## src/bclim_pkg.sv

```systemverilog
package bclim_pkg;
    localparam int unsigned REG_W = 8;
    localparam int unsigned NCONV = 3;
    localparam logic [7:0] OFF_CATEGORY = 8'h06;
    localparam logic [7:0] OFF_LS_STATUS = 8'h08;
    localparam logic [7:0] OFF_LS_MASK = 8'h09;
    localparam logic [7:0] OFF_LS_SENSE = 8'h0a;
    localparam logic [7:0] OFF_HS_STATUS = 8'h0b;
    localparam logic [7:0] OFF_HS_MASK = 8'h0c;
    localparam logic [7:0] OFF_HS_SENSE = 8'h0d;
    localparam int unsigned CAT_CONV_LSB = 1;
    localparam logic [2:0] MASK_RST = 3'h7;
    localparam logic [2:0] STATUS_RST = 3'h0;
    localparam logic [2:0] SENSE_RST = 3'h0;
    localparam logic [7:0] RDATA_RST = 8'h00;
    localparam int unsigned CLK_PERIOD_NS = 25;
    localparam int unsigned DEBOUNCE_NS = 1000;
    localparam int unsigned SWITCH_PERIOD_NS = 500;
    localparam int unsigned DEBOUNCE_CYC = (DEBOUNCE_NS + CLK_PERIOD_NS - 1) / CLK_PERIOD_NS;
    localparam int unsigned SWITCH_CYC = SWITCH_PERIOD_NS / CLK_PERIOD_NS;
    localparam int unsigned CNT_W = 6;
    localparam logic [CNT_W-1:0] DEBOUNCE_LAST = CNT_W'(DEBOUNCE_CYC);
    localparam logic [CNT_W-1:0] SWITCH_LAST = CNT_W'(SWITCH_CYC - 1);
    localparam logic [CNT_W-1:0] CNT_ZERO = 6'h00;
    localparam logic [CNT_W-1:0] CNT_ONE = 6'h01;
endpackage

```

## src/bclim_fault_filter.sv

```systemverilog
`timescale 1ns/1ps
module bclim_fault_filter
    import bclim_pkg::*;
#(
    parameter bit WINDOWED = 1'b0
) (
    input wire logic core_clk_i,
    input wire logic sys_rst_i,
    input wire logic fault_i,
    input wire logic tick_i,
    output logic live_o
);
    logic [CNT_W-1:0] cnt_reg;
    logic [CNT_W-1:0] cnt_next;
    logic seen_reg;
    logic seen_next;
    logic live_reg;
    logic live_next;

    always_comb begin
        cnt_next = cnt_reg;
        seen_next = seen_reg;
        live_next = live_reg;
        if (WINDOWED) begin
            // Any fault seen in the switching cycle is reported at its end
            seen_next = seen_reg | fault_i;
            if (tick_i) begin
                live_next = seen_reg | fault_i;
                seen_next = 1'b0;
            end
        end else begin
            if (!fault_i) begin
                cnt_next = CNT_ZERO;
                live_next = 1'b0;
            end else if (cnt_reg == DEBOUNCE_LAST) begin
                live_next = 1'b1;
            end else begin
                cnt_next = cnt_reg + CNT_ONE;
            end
        end
    end

    always_ff @(posedge core_clk_i or posedge sys_rst_i) begin
        if (sys_rst_i) begin
            cnt_reg <= CNT_ZERO;
            seen_reg <= 1'b0;
            live_reg <= 1'b0;
        end else begin
            cnt_reg <= cnt_next;
            seen_reg <= seen_next;
            live_reg <= live_next;
        end
    end

    assign live_o = live_reg;
endmodule

```

## src/bclim_irq_regs.sv

```systemverilog
// Notes on behaviour
// - Low-side status bit sets only after fault outlasts debounce; bits 1,2 converters 2,3.
// - Status bits stay set until cleared by reading or writing one.
// - Unmasked set status bit drives the interrupt pin low.
// - Masked status bit still latches but never pulls the pin low.
// - All six mask bits reset to one.
// - Low-side sense bits 0..2 at 0x0A follow debounced fault; reset zero.
// - High-side sense reports per switching cycle, toggling at most once per cycle.
// - High-side status bits 0..2 at 0x0B reset zero; bits 7..3 unused.
// - Low-side masks at 0x09, high-side masks at 0x0C, bits 0..2, read-write.
// - High-side sense bit 0 at 0x0D follows fault; resets zero.
// - Low-side status bit 0 at 0x08, read or write-one clears.
// - Category summary bit per converter reads one if any its status set.
`timescale 1ns/1ps
module bclim_irq_regs
    import bclim_pkg::*;
(
    input wire logic core_clk_i,
    input wire logic sys_rst_i,
    input wire logic [7:0] reg_addr_i,
    input wire logic reg_wr_i,
    input wire logic [7:0] reg_wdata_i,
    input wire logic reg_rd_i,
    input wire logic [2:0] ls_fault_i,
    input wire logic [2:0] hs_fault_i,
    output logic [7:0] reg_rdata_o,
    output logic irq_out_n_o
);
    logic [CNT_W-1:0] sw_cnt_reg;
    logic [CNT_W-1:0] sw_cnt_next;
    logic sw_tick_reg;
    logic sw_tick_next;
    logic [2:0] ls_live;
    logic [2:0] hs_live;
    logic [2:0] ls_live_d_reg;
    logic [2:0] hs_live_d_reg;
    logic [2:0] ls_rise;
    logic [2:0] hs_rise;
    logic [2:0] ls_clr;
    logic [2:0] hs_clr;
    logic [2:0] lowside_limit_status_reg;
    logic [2:0] lowside_limit_status_next;
    logic [2:0] highside_limit_status_reg;
    logic [2:0] highside_limit_status_next;
    logic [2:0] lowside_limit_mask_reg;
    logic [2:0] lowside_limit_mask_next;
    logic [2:0] highside_limit_mask_reg;
    logic [2:0] highside_limit_mask_next;
    logic [2:0] conv_summary;
    logic [7:0] rdata_reg;
    logic [7:0] rdata_next;
    logic irq_n_reg;
    logic irq_n_next;

    // Switching-cycle enable for the high-side sense window
    always_comb begin
        sw_tick_next = (sw_cnt_reg == SWITCH_LAST);
        sw_cnt_next = sw_tick_next ? CNT_ZERO : sw_cnt_reg + CNT_ONE;
    end

    always_ff @(posedge core_clk_i or posedge sys_rst_i) begin
        if (sys_rst_i) begin
            sw_cnt_reg <= CNT_ZERO;
            sw_tick_reg <= 1'b0;
        end else begin
            sw_cnt_reg <= sw_cnt_next;
            sw_tick_reg <= sw_tick_next;
        end
    end

    for (genvar i = 0; i < NCONV; i++) begin : g_conv
        bclim_fault_filter #(.WINDOWED(1'b0)) u_ls (
            .core_clk_i(core_clk_i),
            .sys_rst_i(sys_rst_i),
            .fault_i(ls_fault_i[i]),
            .tick_i(1'b1),
            .live_o(ls_live[i])
        );
        bclim_fault_filter #(.WINDOWED(1'b1)) u_hs (
            .core_clk_i(core_clk_i),
            .sys_rst_i(sys_rst_i),
            .fault_i(hs_fault_i[i]),
            .tick_i(sw_tick_reg),
            .live_o(hs_live[i])
        );
    end

    // Status, mask, interrupt pin and read data
    always_comb begin
        ls_rise = ls_live & ~ls_live_d_reg;
        hs_rise = hs_live & ~hs_live_d_reg;
        ls_clr = 3'h0;
        hs_clr = 3'h0;
        lowside_limit_mask_next = lowside_limit_mask_reg;
        highside_limit_mask_next = highside_limit_mask_reg;
        if (reg_rd_i && reg_addr_i == OFF_LS_STATUS) begin
            ls_clr = lowside_limit_status_reg;
        end
        if (reg_rd_i && reg_addr_i == OFF_HS_STATUS) begin
            hs_clr = highside_limit_status_reg;
        end
        if (reg_wr_i) begin
            unique case (reg_addr_i)
                OFF_LS_STATUS: ls_clr = ls_clr | reg_wdata_i[2:0];
                OFF_HS_STATUS: hs_clr = hs_clr | reg_wdata_i[2:0];
                OFF_LS_MASK: lowside_limit_mask_next = reg_wdata_i[2:0];
                OFF_HS_MASK: highside_limit_mask_next = reg_wdata_i[2:0];
                default: ;
            endcase
        end
        // A new fault wins over a clear in the same cycle so no event is lost
        lowside_limit_status_next = (lowside_limit_status_reg & ~ls_clr) | ls_rise;
        highside_limit_status_next = (highside_limit_status_reg & ~hs_clr) | hs_rise;
        // Masked bits still latch above; only the pin ignores them
        irq_n_next = ~|((lowside_limit_status_next & ~lowside_limit_mask_next)
                      | (highside_limit_status_next & ~highside_limit_mask_next));
        conv_summary = lowside_limit_status_reg | highside_limit_status_reg;
        rdata_next = RDATA_RST;
        if (reg_rd_i) begin
            unique case (reg_addr_i)
                OFF_CATEGORY: rdata_next = REG_W'(conv_summary) << CAT_CONV_LSB;
                OFF_LS_STATUS: rdata_next = REG_W'(lowside_limit_status_reg);
                OFF_LS_MASK: rdata_next = REG_W'(lowside_limit_mask_reg);
                OFF_LS_SENSE: rdata_next = REG_W'(ls_live);
                OFF_HS_STATUS: rdata_next = REG_W'(highside_limit_status_reg);
                OFF_HS_MASK: rdata_next = REG_W'(highside_limit_mask_reg);
                OFF_HS_SENSE: rdata_next = REG_W'(hs_live);
                default: rdata_next = RDATA_RST;
            endcase
        end
    end

    always_ff @(posedge core_clk_i or posedge sys_rst_i) begin
        if (sys_rst_i) begin
            ls_live_d_reg <= SENSE_RST;
            hs_live_d_reg <= SENSE_RST;
            lowside_limit_status_reg <= STATUS_RST;
            highside_limit_status_reg <= STATUS_RST;
            lowside_limit_mask_reg <= MASK_RST;
            highside_limit_mask_reg <= MASK_RST;
            rdata_reg <= RDATA_RST;
            irq_n_reg <= 1'b1;
        end else begin
            ls_live_d_reg <= ls_live;
            hs_live_d_reg <= hs_live;
            lowside_limit_status_reg <= lowside_limit_status_next;
            highside_limit_status_reg <= highside_limit_status_next;
            lowside_limit_mask_reg <= lowside_limit_mask_next;
            highside_limit_mask_reg <= highside_limit_mask_next;
            rdata_reg <= rdata_next;
            irq_n_reg <= irq_n_next;
        end
    end

    assign reg_rdata_o = rdata_reg;
    assign irq_out_n_o = irq_n_reg;
endmodule

```

## config.mk

```make
export PLATFORM = sky130hd
export DESIGN_NAME = bclim_irq_regs
export DESIGN_NICKNAME = d
export VERILOG_FILES = /design/src/bclim_pkg.sv /design/src/bclim_fault_filter.sv /design/src/bclim_irq_regs.sv
export SDC_FILE = /design/constraint.sdc
export NUM_CORES = 1
export LEC_CHECK = 0
export BUFFER_PORTS_ARGS = -buffer_cell sky130_fd_sc_hd__buf_2
export CAP_MARGIN = 5
export CORE_MARGIN = 3
export CORE_UTILIZATION = 64
export CTS_BUF_LIST = sky130_fd_sc_hd__clkbuf_8
export DETAILED_ROUTE_END_ITERATION = 10
export PLACE_DENSITY_LB_ADDON = 0.05
export SYNTH_ARGS = -nofsm -noshare
export SYNTH_HDL_FRONTEND = slang
export SYNTH_HIERARCHICAL = 1
export SYNTH_SLANG_ARGS = --single-unit
```

## constraint.sdc

```tcl
create_clock -name core_clk_i -period 3.2 [get_ports core_clk_i]
set_input_delay 0 -clock core_clk_i [delete_from_list [all_inputs] [get_ports core_clk_i]]
set_output_delay 0 -clock core_clk_i [all_outputs]
set_load 0.01 [all_outputs]
```

After elaboration in Yosys (flattened, before gate mapping):

Index checks and enable logic that the tools add are counted.
W data, S select, Z words.

* $add $sub $neg: 4
* equality and inequality tests: 17
* mux-type cells: 28
* bitwise operators: 21
* reduce and logical (&&, ||, !) cells: 4

Operators with widths (count)
* $eq A8 B4 Y1 const B: 6
* $mux W6: 7
* $mux W3: 10
* $pmux W4 S7: 1
* $add A6 B1 Y6 const B: 4
* $and A3 B3 Y3: 6
* $eq A6 B6 Y1 const B: 3
* $not A3 Y3: 6
* $or A3 B3 Y3: 6
* $mux W1: 9
* $eq A8 B3 Y1 const B: 1
* $eq A6 B5 Y1 const B: 1
* $ne A2 B1 Y1 const B: 3
* $ne A2 B2 Y1 const B: 3
* $mux W4: 1
* $or A1 B1 Y1: 3
* $reduce_or A3 Y1: 1
* $logic_and A1 B1 Y1: 2
* $logic_not A1 Y1: 1

* flip-flop bits (word level): 61
* input port bits: 26
* output and inout port bits: 9
* logic and storage cells: 96

Longest topological paths before layout:

Gate-level depths: netlist of the first run.

* depth in word-level cells: 13
* depth in mapped cells: 7

Cells and area by module:

Netlist of the first run, hierarchy kept.

By module, submodules not included
* bclim_irq_regs: instances 1, cells each 128, area an instance 1402.6 um^2
* bclim_fault_filter (g_conv[0].u_ls ...): instances 3, cells each 36, area an instance 360.3 um^2
* bclim_fault_filter (g_conv[0].u_hs ...): instances 3, cells each 7, area an instance 70.1 um^2

Worst setup path after synthesis of the first run:

OpenSTA, ideal clock, no wires.

* path type: input to register
* start point: in reg_addr_i[5]
* end point: reg irq_n_reg, in the netlist irq_out_n_o
* library setup time: 62 ps
* arrival time: 1587 ps
* required time: 3138 ps
* path slack: 1551 ps
* stages: 6
* cells stage by stage: or4_4 or4_1 buf_2 mux2i_1 a22oi_1 and3_1

* word-level cells in the longest chain between the ends: 13

Ends and longest elaborated chain
* from (decl): RTL line bclim_irq_regs.sv:20 `input wire logic [7:0] reg_addr_i,`
* $eq A8 B4 Y1, on equally long branches: RTL line bclim_irq_regs.sv:96, bclim_irq_regs.sv:103, bclim_irq_regs.sv:99
* $logic_and A1 B1 Y1, on equally long branches: RTL line bclim_irq_regs.sv:96, bclim_irq_regs.sv:99
* $mux W3, on equally long branches: RTL line bclim_irq_regs.sv:96, bclim_irq_regs.sv:99
* $or A3 B3 Y3, on equally long branches: RTL line bclim_irq_regs.sv:104, bclim_irq_regs.sv:105
* $mux W3: RTL line bclim_irq_regs.sv:103 `unique case (reg_addr_i)`
* $mux W3: RTL line bclim_irq_regs.sv:102 `if (reg_wr_i) begin`
* $not A3 Y3, on equally long branches: RTL line bclim_irq_regs.sv:112, bclim_irq_regs.sv:113
* $and A3 B3 Y3, on equally long branches: RTL line bclim_irq_regs.sv:112, bclim_irq_regs.sv:113
* $or A3 B3 Y3, on equally long branches: RTL line bclim_irq_regs.sv:112, bclim_irq_regs.sv:113
* $and A3 B3 Y3, on equally long branches: RTL line bclim_irq_regs.sv:115, bclim_irq_regs.sv:116
* $or A3 B3 Y3 *: RTL line bclim_irq_regs.sv:116 `| (highside_limit_status_next & ~highside_limit_mask_next));`
* $reduce_or A3 Y1 *: RTL line bclim_irq_regs.sv:115 `irq_n_next = ~|((lowside_limit_status_next & ~lowside_limit_mask_next)`
* $logic_not A1 Y1 *: RTL line bclim_irq_regs.sv:115
* net irq_n_next: RTL line bclim_irq_regs.sv:53 `logic irq_n_next;`
* to (signal assigned): RTL line bclim_irq_regs.sv:151 `irq_n_reg <= irq_n_next;`
* to (decl): RTL line bclim_irq_regs.sv:52 `logic irq_n_reg;`

The timed path passes the listed nets; every way through them passes the cells marked *.
A chain may end at the register's enable or synchronous reset.

Worst setup path after layout of the first run:

* start point: in reg_addr_i[2]
* end point: reg irq_n_reg, in the netlist irq_out_n_o

The elaborated chain is that of the path after synthesis.

==> flow_summary.ini, run 1 <==
[outcome]
status = complete, no violations

[clock_tree]
worstSkewPairLatency_ns = 0.33
clkSinkCount = 57
post-cts-setup-buffer-count = 0
clk_pin_slew_ns = 0.06
cts_resized = 0
cts_root_buffer = clkbuf_8
cts_tree = yes
numCtsBuffers = 9
cts_max_level = 3
cts_buffer_depth = 2

[layout]
largest_reg_flops = 18
syn_to_final_growth_pct = 16.4
fin_nets = 329
layout.cells.most_common = dfrtp_1
layout_common_cells = 50 x dfrtp_1, 29 x inv_1, 27 x nand2_1, 25 x buf_2, 22 x nor2_1
diodes = 0
drive_above_1_share = 0.179
final_cells = 349

[sta]
grt_setup_unrepaired = false
fin_crit_ns = 1.84
fin_tns_setup_ns = 0
fin_crit_sh = 0.575
fmax_mhz = 544
fin_worst_skew_ns = 0.00671
hold_viol_final = 0
drv_slew = 0
tightest_slew_ns = 1.10
maxSlewHeadroom = 0.264
setup_viol = 0

[worst_setup_path]
reg2reg_to = g_conv[0].u_ls/cnt_reg[1]
reg2regPathDepth = 5
worst_setup_path_end_kind = register
worst_ep_arrival_time_ns = 2.10
r2r-start = g_conv[0].u_ls/cnt_reg[0]
cp.required_ns = 3.46
cp-start-kind = primary input
cp_max_fo = 5
cpPeakStageDelay_ns = 0.64
r2r_setup_slack_ns = 1.84
path_cells = dlygate4sd3_1 -> buf_2 -> nand2b_1 -> or4_1 -> mux2i_1 -> a22oi_1 -> and3_1
crit_type = primary input to register
crit_slowest_cell = or4_1

[global_route]
grt_usage = 0.228
grt_pass1_wl_mm = 8.89
first_global_vias = 2002
overflow = 0
antenna_found_initial = 0
grt_max_degree = 31

[floorplan]
initial_utilization = 0.698
design.core.area_sq_um = 3850
fp.dieW_microns = 70.8
ios = 35
row_count = 22
dieArea_sq_um = 5020
die_y_microns = 70.8

[synth]
mappedNetlistArea_sq_um = 2690
avgSynthCellArea_sq_um = 10.5
ys_warn_count = 6
synth_cells = 256

[route]
vias = 1947
postRouteAntennaNets = 0
viasPerCell = 5.58
wl_per_cell_microns = 14.5
first_pass_iters = 5
drc = 0
drt_iter0_markers = 170
drt_wl_total_mm = 5.07

[placement]
dp.cells = 321
hpwl_mm = 3.49
place_congestion = 0.810
numPortBuffers = 25

[hold_path]
hp-start = reg_addr_i[3]
worst_hold_path_type = primary input to register
worstHoldPathCells = 4
hold-path-endpoint = reg_rdata_o[3]

[power_and_ir_drop]
p_per_area_nw_per_um2 = 481
power_leakage_nw = 1.45
ir_drop_mv = 0.485

[flow_run]
cap_violations = 0
[where the power goes]
group	total (mW)	leakage [nW]	internal, mW	switching, mW
Clock	0.622	0.110	0.369	0.253
Sequential	0.763	0.680	0.744	0.0187
Combinational	0.122	0.660	0.0530	0.0686
[worst max-delay path by stage]
stage / from / endpoint / slack, ns
2_1_floorplan: reg_addr_i[5] / irq_out_n_o / 1.55
3_3_place_gp: reg_addr_i[5] / irq_out_n_o / 1.23
3_5_place_dp: reg_addr_i[5] / irq_out_n_o / 1.21
4_1_cts: reg_addr_i[2] / irq_out_n_o / 1.36
5_1_grt: reg_addr_i[2] / irq_out_n_o / 1.29
6_report: reg_addr_i[2] / irq_out_n_o / 1.36
[per-layer routing]
layer	global-route usage	wire [microns]	up-vias
met5	0	0	-
met1	0.287	2220	923
met4	0.0668	97	0
li1	-	-	950
met3	0.0795	263	12
met2	0.375	2490	62
[through the flow]
stage	utilization	setup slack (ns)	total power, mW	area (sq um)	hold slack (ns)
floorplan	-	1.55	0.851	2700	-0.259
global placement	0.732	1.23	0.880	2820	-0.0724
detailed placement	0.732	1.21	0.883	2820	-0.0654
CTS	0.813	1.36	1.52	3130	0.00819
global route	0.813	1.29	1.58	3130	0.0253
finish	0.813	1.36	1.51	3130	0.0224
[worst max-delay path, delay by kind of cell]
| family | cells | cell delay, ns |
|---|---|---|
| muxes | 1 | 0.27 |
| and+or+nand+nor | 3 | 1.05 |
| AOI/OAI and AO/OA | 1 | 0.11 |
| buffers and inverters | 2 | 0.67 |
[layout make-up]
| type | instances | area [sq um] |
|---|---|---|
| clock buffer | 10 | 138 |
| clock inverter | 6 | 51.3 |
| fill | 241 | 722 |
| inverter | 27 | 101 |
| multi-input combinational | 164 | 1100 |
| sequential | 57 | 1440 |
| tap | 48 | 60.1 |
| timing repair buffer | 37 | 245 |
[what timing repair did]
action                                  4_1_cts  5_1_grt
hold endpoints to repair                     51        0
hold buffers                                 12        0
endpoints found under the setup margin        0        0
Note: power is estimated with default switching activity, not from simulation.
==> inputs of run 2 (changes only) <==
--- a/config.mk
+++ b/config.mk
@@ -5,10 +5,11 @@
 export SDC_FILE = /design/constraint.sdc
 export NUM_CORES = 1
 export LEC_CHECK = 0
+export ABC_AREA = 1
 export BUFFER_PORTS_ARGS = -buffer_cell sky130_fd_sc_hd__buf_2
 export CAP_MARGIN = 5
 export CORE_MARGIN = 3
-export CORE_UTILIZATION = 64
+export CORE_UTILIZATION = 54
 export CTS_BUF_LIST = sky130_fd_sc_hd__clkbuf_8
 export DETAILED_ROUTE_END_ITERATION = 10
 export PLACE_DENSITY_LB_ADDON = 0.05
==> constraint.sdc (replaced) <==
create_clock -name core_clk_i -period 1.63 [get_ports core_clk_i]
set_input_delay 0 -clock core_clk_i [delete_from_list [all_inputs] [get_ports core_clk_i]]
set_output_delay 0 -clock core_clk_i [all_outputs]
set_load 0.01 [all_outputs]
==> run 2 against run 1 <==
Against the previous run: worst setup slack got worse by 1.1 ns; clock skew increased by 0.0056 ns; sequential power increased by 97%; via count increased by 31%; critical endpoint is now reg_rdata_o[3]; critical path type is now register to register.
==> flow_summary.ini, run 2 <==
[outcome]
status = complete, no violations

[layout]
multiInputGateArea_sq_um = 1280
fin_nets = 463
finalCoreUtilization = 0.678
nFillCells = 460
regArea_sq_um = 1440
diodes = 0
layout_common_cells = 94 x nand2_1, 59 x inv_1, 50 x dfrtp_1, 47 x nand3_1, 46 x nor2_1
largest_reg_flops = 18
syn_to_final_growth_pct = 18.2
final_area_sq_um = 3550
drive_above_1_share = 0.189
layout.cells.most_common = nand2_1

[clock_tree]
clkSinkCount = 57
numCtsBuffers = 9
cts_buffer_depth = 2
cts_tree = yes
cts_root_buffer = clkbuf_8
cts_max_level = 3
clk_pin_slew_ns = 0.07
post-cts-setup-buffer-count = 0
worstSkewPairLatency_ns = 0.33

[worst_setup_path]
worst_ep_arrival_time_ns = 1.57
worst_setup_path_end_kind = register
cp.required_ns = 1.84
r2r_setup_slack_ns = 0.27
crit_type = register to register
cp_max_fo = 3
cp-start-kind = register

[placement]
pre_cts_ws_ns = 0.454
place_congestion = 0.887
hpwl_mm = 4.59
dpl_cell_area_sq_um = 3200
numPortBuffers = 25

[floorplan]
fp.dieW_microns = 80.6
ios = 35
dieArea_sq_um = 6490
design.core.area_sq_um = 5240
initial_utilization = 0.574
die_y_microns = 80.6
row_count = 26

[synth]
avgSynthCellArea_sq_um = 7.84
ys_warn_count = 6
mappedNetlistArea_sq_um = 3000
synth_cells = 383

[sta]
fmax_mhz = 737
drv_slew = 0
fin_worst_skew_ns = 0.0123
hold_viol_final = 0
grt_setup_unrepaired = false
fin_crit_ns = 1.36
setup_viol = 0
setup_ws_ns = 0.273
fin_tns_setup_ns = 0
fin_crit_sh = 0.832

[route]
top_layer = met4
drc = 0
viasPerCell = 5.05
drt_wl_total_mm = 6.28
drt_iter0_markers = 123
dr_wl_met2_mm = 3.09
wl_met3_microns = 287
postRouteAntennaNets = 0
first_pass_iters = 5
wl_per_cell_microns = 12.4
met1Wirelength_mm = 2.79
vias = 2548

[global_route]
first_global_vias = 2525
grt_pass1_wl_mm = 10.7
overflow = 0
antenna_found_initial = 0
grt_usage = 0.221
grt_max_degree = 22

[hold_path]
worst_hold_path_type = primary input to register

[flow_run]
cap_violations = 0

[power_and_ir_drop]
ir_drop_mv = 0.626
power_leakage_nw = 1.84
p_per_area_nw_per_um2 = 918
## run 2: changes by cell type in the layout (fill, tap and decap cells not counted), moves of 9 or more
cell / change
nand2_2: +9
mux2i_1: -12
nand3_1: +43
inv_1: +30
nand2_1: +67
nor2_1: +24
## run 2: power by group
part           leakage, nW  switching, mW  internal (mW)
clock network        0.105          0.597          0.904
registers            0.680         0.0381           1.46
logic                 1.05          0.166         0.0951
## run 2: stage by stage
step | std cells | power (mW) | hold slack [ns]
floorplan | 386 | 1.68 | -0.259
global placement | 477 | 1.75 | -0.0660
detailed placement | 477 | 1.76 | -0.0667
CTS | 505 | 3.30 | 0.00425
global route | 505 | 3.41 | 0.0281
finish | 505 | 3.26 | 0.0370
## run 2: repair_timing
| item | CTS | global route |
|---|---|---|
| resized for setup | 0 | 0 |
| endpoints found under the setup margin | 0 | 0 |
| endpoints found under the hold margin | 72 | 0 |
| hold buffers | 12 | 0 |
## run 2: critical path: stages, from the launching register on
cell,delay [ns]
dfrtp_1,0.41
o21ai_0,0.19
nor2_1,0.07
dlygate4sd3_1,0.56
## run 2: per-layer routing
layer | vias up | global-route usage
met1 | 1184 | 0.265
li1 | 1284 | -
met4 | 0 | 0.101
met3 | 12 | 0.0673
met2 | 68 | 0.362
met5 | - | 0
## run 2: cell type report
class / instances / area share
sequential: 57 / 0.404
multi-input combinational: 258 / 0.360
clock inverter: 6 / 0.0257
timing repair buffer: 39 / 0.0768
clock buffer: 10 / 0.0388
tap: 70 / 0.0247
inverter: 65 / 0.0701
## run 2: final timing paths
kind / from / end / depth (start not counted)
max: highside_limit_status_reg[2] / reg_rdata_o[3] / 3
min: reg_wr_i / lowside_limit_mask_reg[0] / 3
max reg2reg: highside_limit_status_reg[2] / reg_rdata_o[3] / 3
min reg2reg: g_conv[0].u_ls/live_o / ls_live_d_reg[0] / 0
max in group asynchronous: sys_rst_i / highside_limit_mask_reg[1] / 4
min in group asynchronous: sys_rst_i / g_conv[0].u_hs/seen_reg / 3
==> inputs of run 3 (changes only) <==
==> constraint.sdc (replaced) <==
create_clock -name core_clk_i -period 1.15 [get_ports core_clk_i]
set_input_delay 0 -clock core_clk_i [delete_from_list [all_inputs] [get_ports core_clk_i]]
set_output_delay 0 -clock core_clk_i [all_outputs]
set_load 0.01 [all_outputs]
==> run 3 against run 2 <==
Against the previous run: the run now ends with negative hold slack left; register-to-register slack worse by 0.26 ns; sequential share of layout area shrank 2.7 points; combinational power is 80% higher; sequential cell count unchanged; die area unchanged; total power rose by 44%; critical path depth up 4; global-route usage grew 0.26 points; critical path type unchanged; critical endpoint is now g_conv[0].u_ls/cnt_reg[0]; largest power group unchanged; highest routed layer unchanged.
==> flow_summary.ini, run 3 (synthesis gave the netlist of run 2 again) <==
[global_route]
antenna_found_initial = 0
grt_max_degree = 22
grt_usage = 0.223
grt_pass1_wl_mm = 10.9
first_global_vias = 2426
overflow = 0

[worst_setup_path]
r2r-start = g_conv[0].u_ls/cnt_reg[1]
worst_ep_arrival_time_ns = 1.36
cpPeakStageDelay_ns = 0.45
cp.required_ns = 1.38
crit_type = register to register
startpoint = g_conv[0].u_ls/cnt_reg[1]
worst_setup_path_end_kind = register
path_cells = inv_2 -> ha_4 -> nand2_1 -> inv_2 -> nand2_2 -> nand3_1 -> nand2_1
cp-start-kind = register
crit_family = flip-flops
path_buf_inv = 2
crit_slowest_cell = dfrtp_2
cp_max_fo = 4

[layout]
drive_above_1_share = 0.293
syn_to_final_growth_pct = 26.7
multiInputGateArea_sq_um = 1430
largest_reg_flops = 18
final_cells = 520
fin_nets = 478
layout_common_cells = 87 x nand2_1, 50 x inv_1, 49 x dfrtp_1, 44 x nor2_1, 40 x nand3_1
final_area_sq_um = 3810
nFillCells = 413
finalCoreUtilization = 0.727
regArea_sq_um = 1440
layout.cells.most_common = nand2_1
diodes = 0

[power_and_ir_drop]
ir_drop_mv = 0.888
p_comb_frac = 0.100
p_per_area_nw_per_um2 = 1240
p_clk_frac = 0.448
p_sw_mw = 1.20
seqPwrFrac = 0.452
power_leakage_nw = 1.91
p_int_mw = 3.50
netSwitchingFraction = 0.255

[placement]
pre_cts_ws_ns = 0.00344
place_congestion = 0.912
numPortBuffers = 25
dpl_cell_area_sq_um = 3260
dp.cells = 486
hpwl_mm = 4.59

[clock_tree]
cts_hold_buffers = 13
worstSkewPairLatency_ns = 0.34
cts_root_buffer = clkbuf_8
cts_tree = yes
clk_pin_slew_ns = 0.07
numCtsBuffers = 9
cts_max_level = 3
cts_buffer_depth = 2
clkSinkCount = 57

[route]
viasPerCell = 4.99
postRouteAntennaNets = 0
vias = 2593
drt_wl_total_mm = 6.51
drt_iter0_markers = 143
drc = 0
wl_per_cell_microns = 12.5
first_pass_iters = 4

[floorplan]
design.core.area_sq_um = 5240
initial_utilization = 0.574
ios = 35
die_y_microns = 80.6
row_count = 26
fp.dieW_microns = 80.6
dieArea_sq_um = 6490

[hold_path]
hp-start = ls_fault_i[0]
worst_hold_path_type = primary input to register

[sta]
fin_worst_skew_ns = 0.0122
drv_slew = 0
setup_ws_ns = 0.0142
grt_setup_unrepaired = true
fmax_mhz = 880
setup_viol = 0
timing.hold.ws_ns = -0.0183
fin_crit_sh = 0.988
hold_viol_final = 1
fin_crit_ns = 1.14

[outcome]
violations = negative hold slack
status = finished, violations left

[flow_run]
cap_violations = 0
==> run 3: changes by cell type in the layout (fill, tap and decap cells not counted), sizes merged <==
cell / previous run / this run
clkinv: 1 / 3
dlymetal6s4s: 0 / 1
buf: 27 / 41
inv: 65 / 66
clkbuf: 10 / 9
clkinvlp: 3 / 1
==> run 3: final timing paths <==
kind,end,slack (ns),cells after the start
min in group asynchronous,g_conv[2].u_hs/live_o,0.12,3
worst max-delay path,g_conv[0].u_ls/cnt_reg[0],0.01,7
worst min-delay path,g_conv[0].u_ls/cnt_reg[0],-0.02,3
worst min register to register,ls_live_d_reg[1],0.44,0
max in group asynchronous,lowside_limit_mask_reg[1],0.52,4
worst max register to register,g_conv[0].u_ls/cnt_reg[0],0.01,7
==> run 3: power groups by stage <==
stage	clock [mW]	sequential, mW	combinational [mW]
finish	2.11	2.13	0.471
global route	2.24	2.14	0.530
CTS	2.16	2.12	0.421
detailed placement	0	2.16	0.355
global placement	0	2.16	0.348
floorplan	0	2.15	0.239
==> run 3: per-layer routing <==
layer | up-vias | wire length (microns) | track usage
li1 | 1316 | - | -
met1 | 1193 | 2870 | 0.289
met2 | 72 | 3210 | 0.360
met3 | 12 | 298 | 0.0516
met4 | 0 | 129 | 0.0895
met5 | - | 0 | 0
==> run 3: stage by stage <==
stage / TNS [ns] / total power [mW]
3_3_place_gp: -0.0248 / 2.51
2_1_floorplan: 0 / 2.38
5_1_grt: -0.218 / 4.91
3_5_place_dp: 0 / 2.52
4_1_cts: -0.00399 / 4.70
6_report: 0 / 4.70
==> run 3: area by class of cell <==
type | instances | share of cell area
inverters | 65 | 0.0654
clock inverters | 7 | 0.0269
clock buffers | 9 | 0.0325
repair buffers | 54 | 0.0999
flip-flops and latches | 57 | 0.377
multi-input cells | 258 | 0.375
well taps | 70 | 0.0230
==> run 3: what timing repair did <==
item / 4_1_cts / 5_1_grt
resized for setup: 7 / 38
buffers inserted: 4 / 2
pin swaps: 5 / 11
endpoints found under the hold margin: 88 / 1
endpoints found under the setup margin: 4 / 23
==> run 3: worst register-to-register path, stage by stage, from the launching register on <==
cell and delay [ns]:
dfrtp_2 0.45, inv_2 0.08, ha_4 0.13, nand2_1 0.07, inv_2 0.06, nand2_2 0.08
nand3_1 0.09, nand2_1 0.07
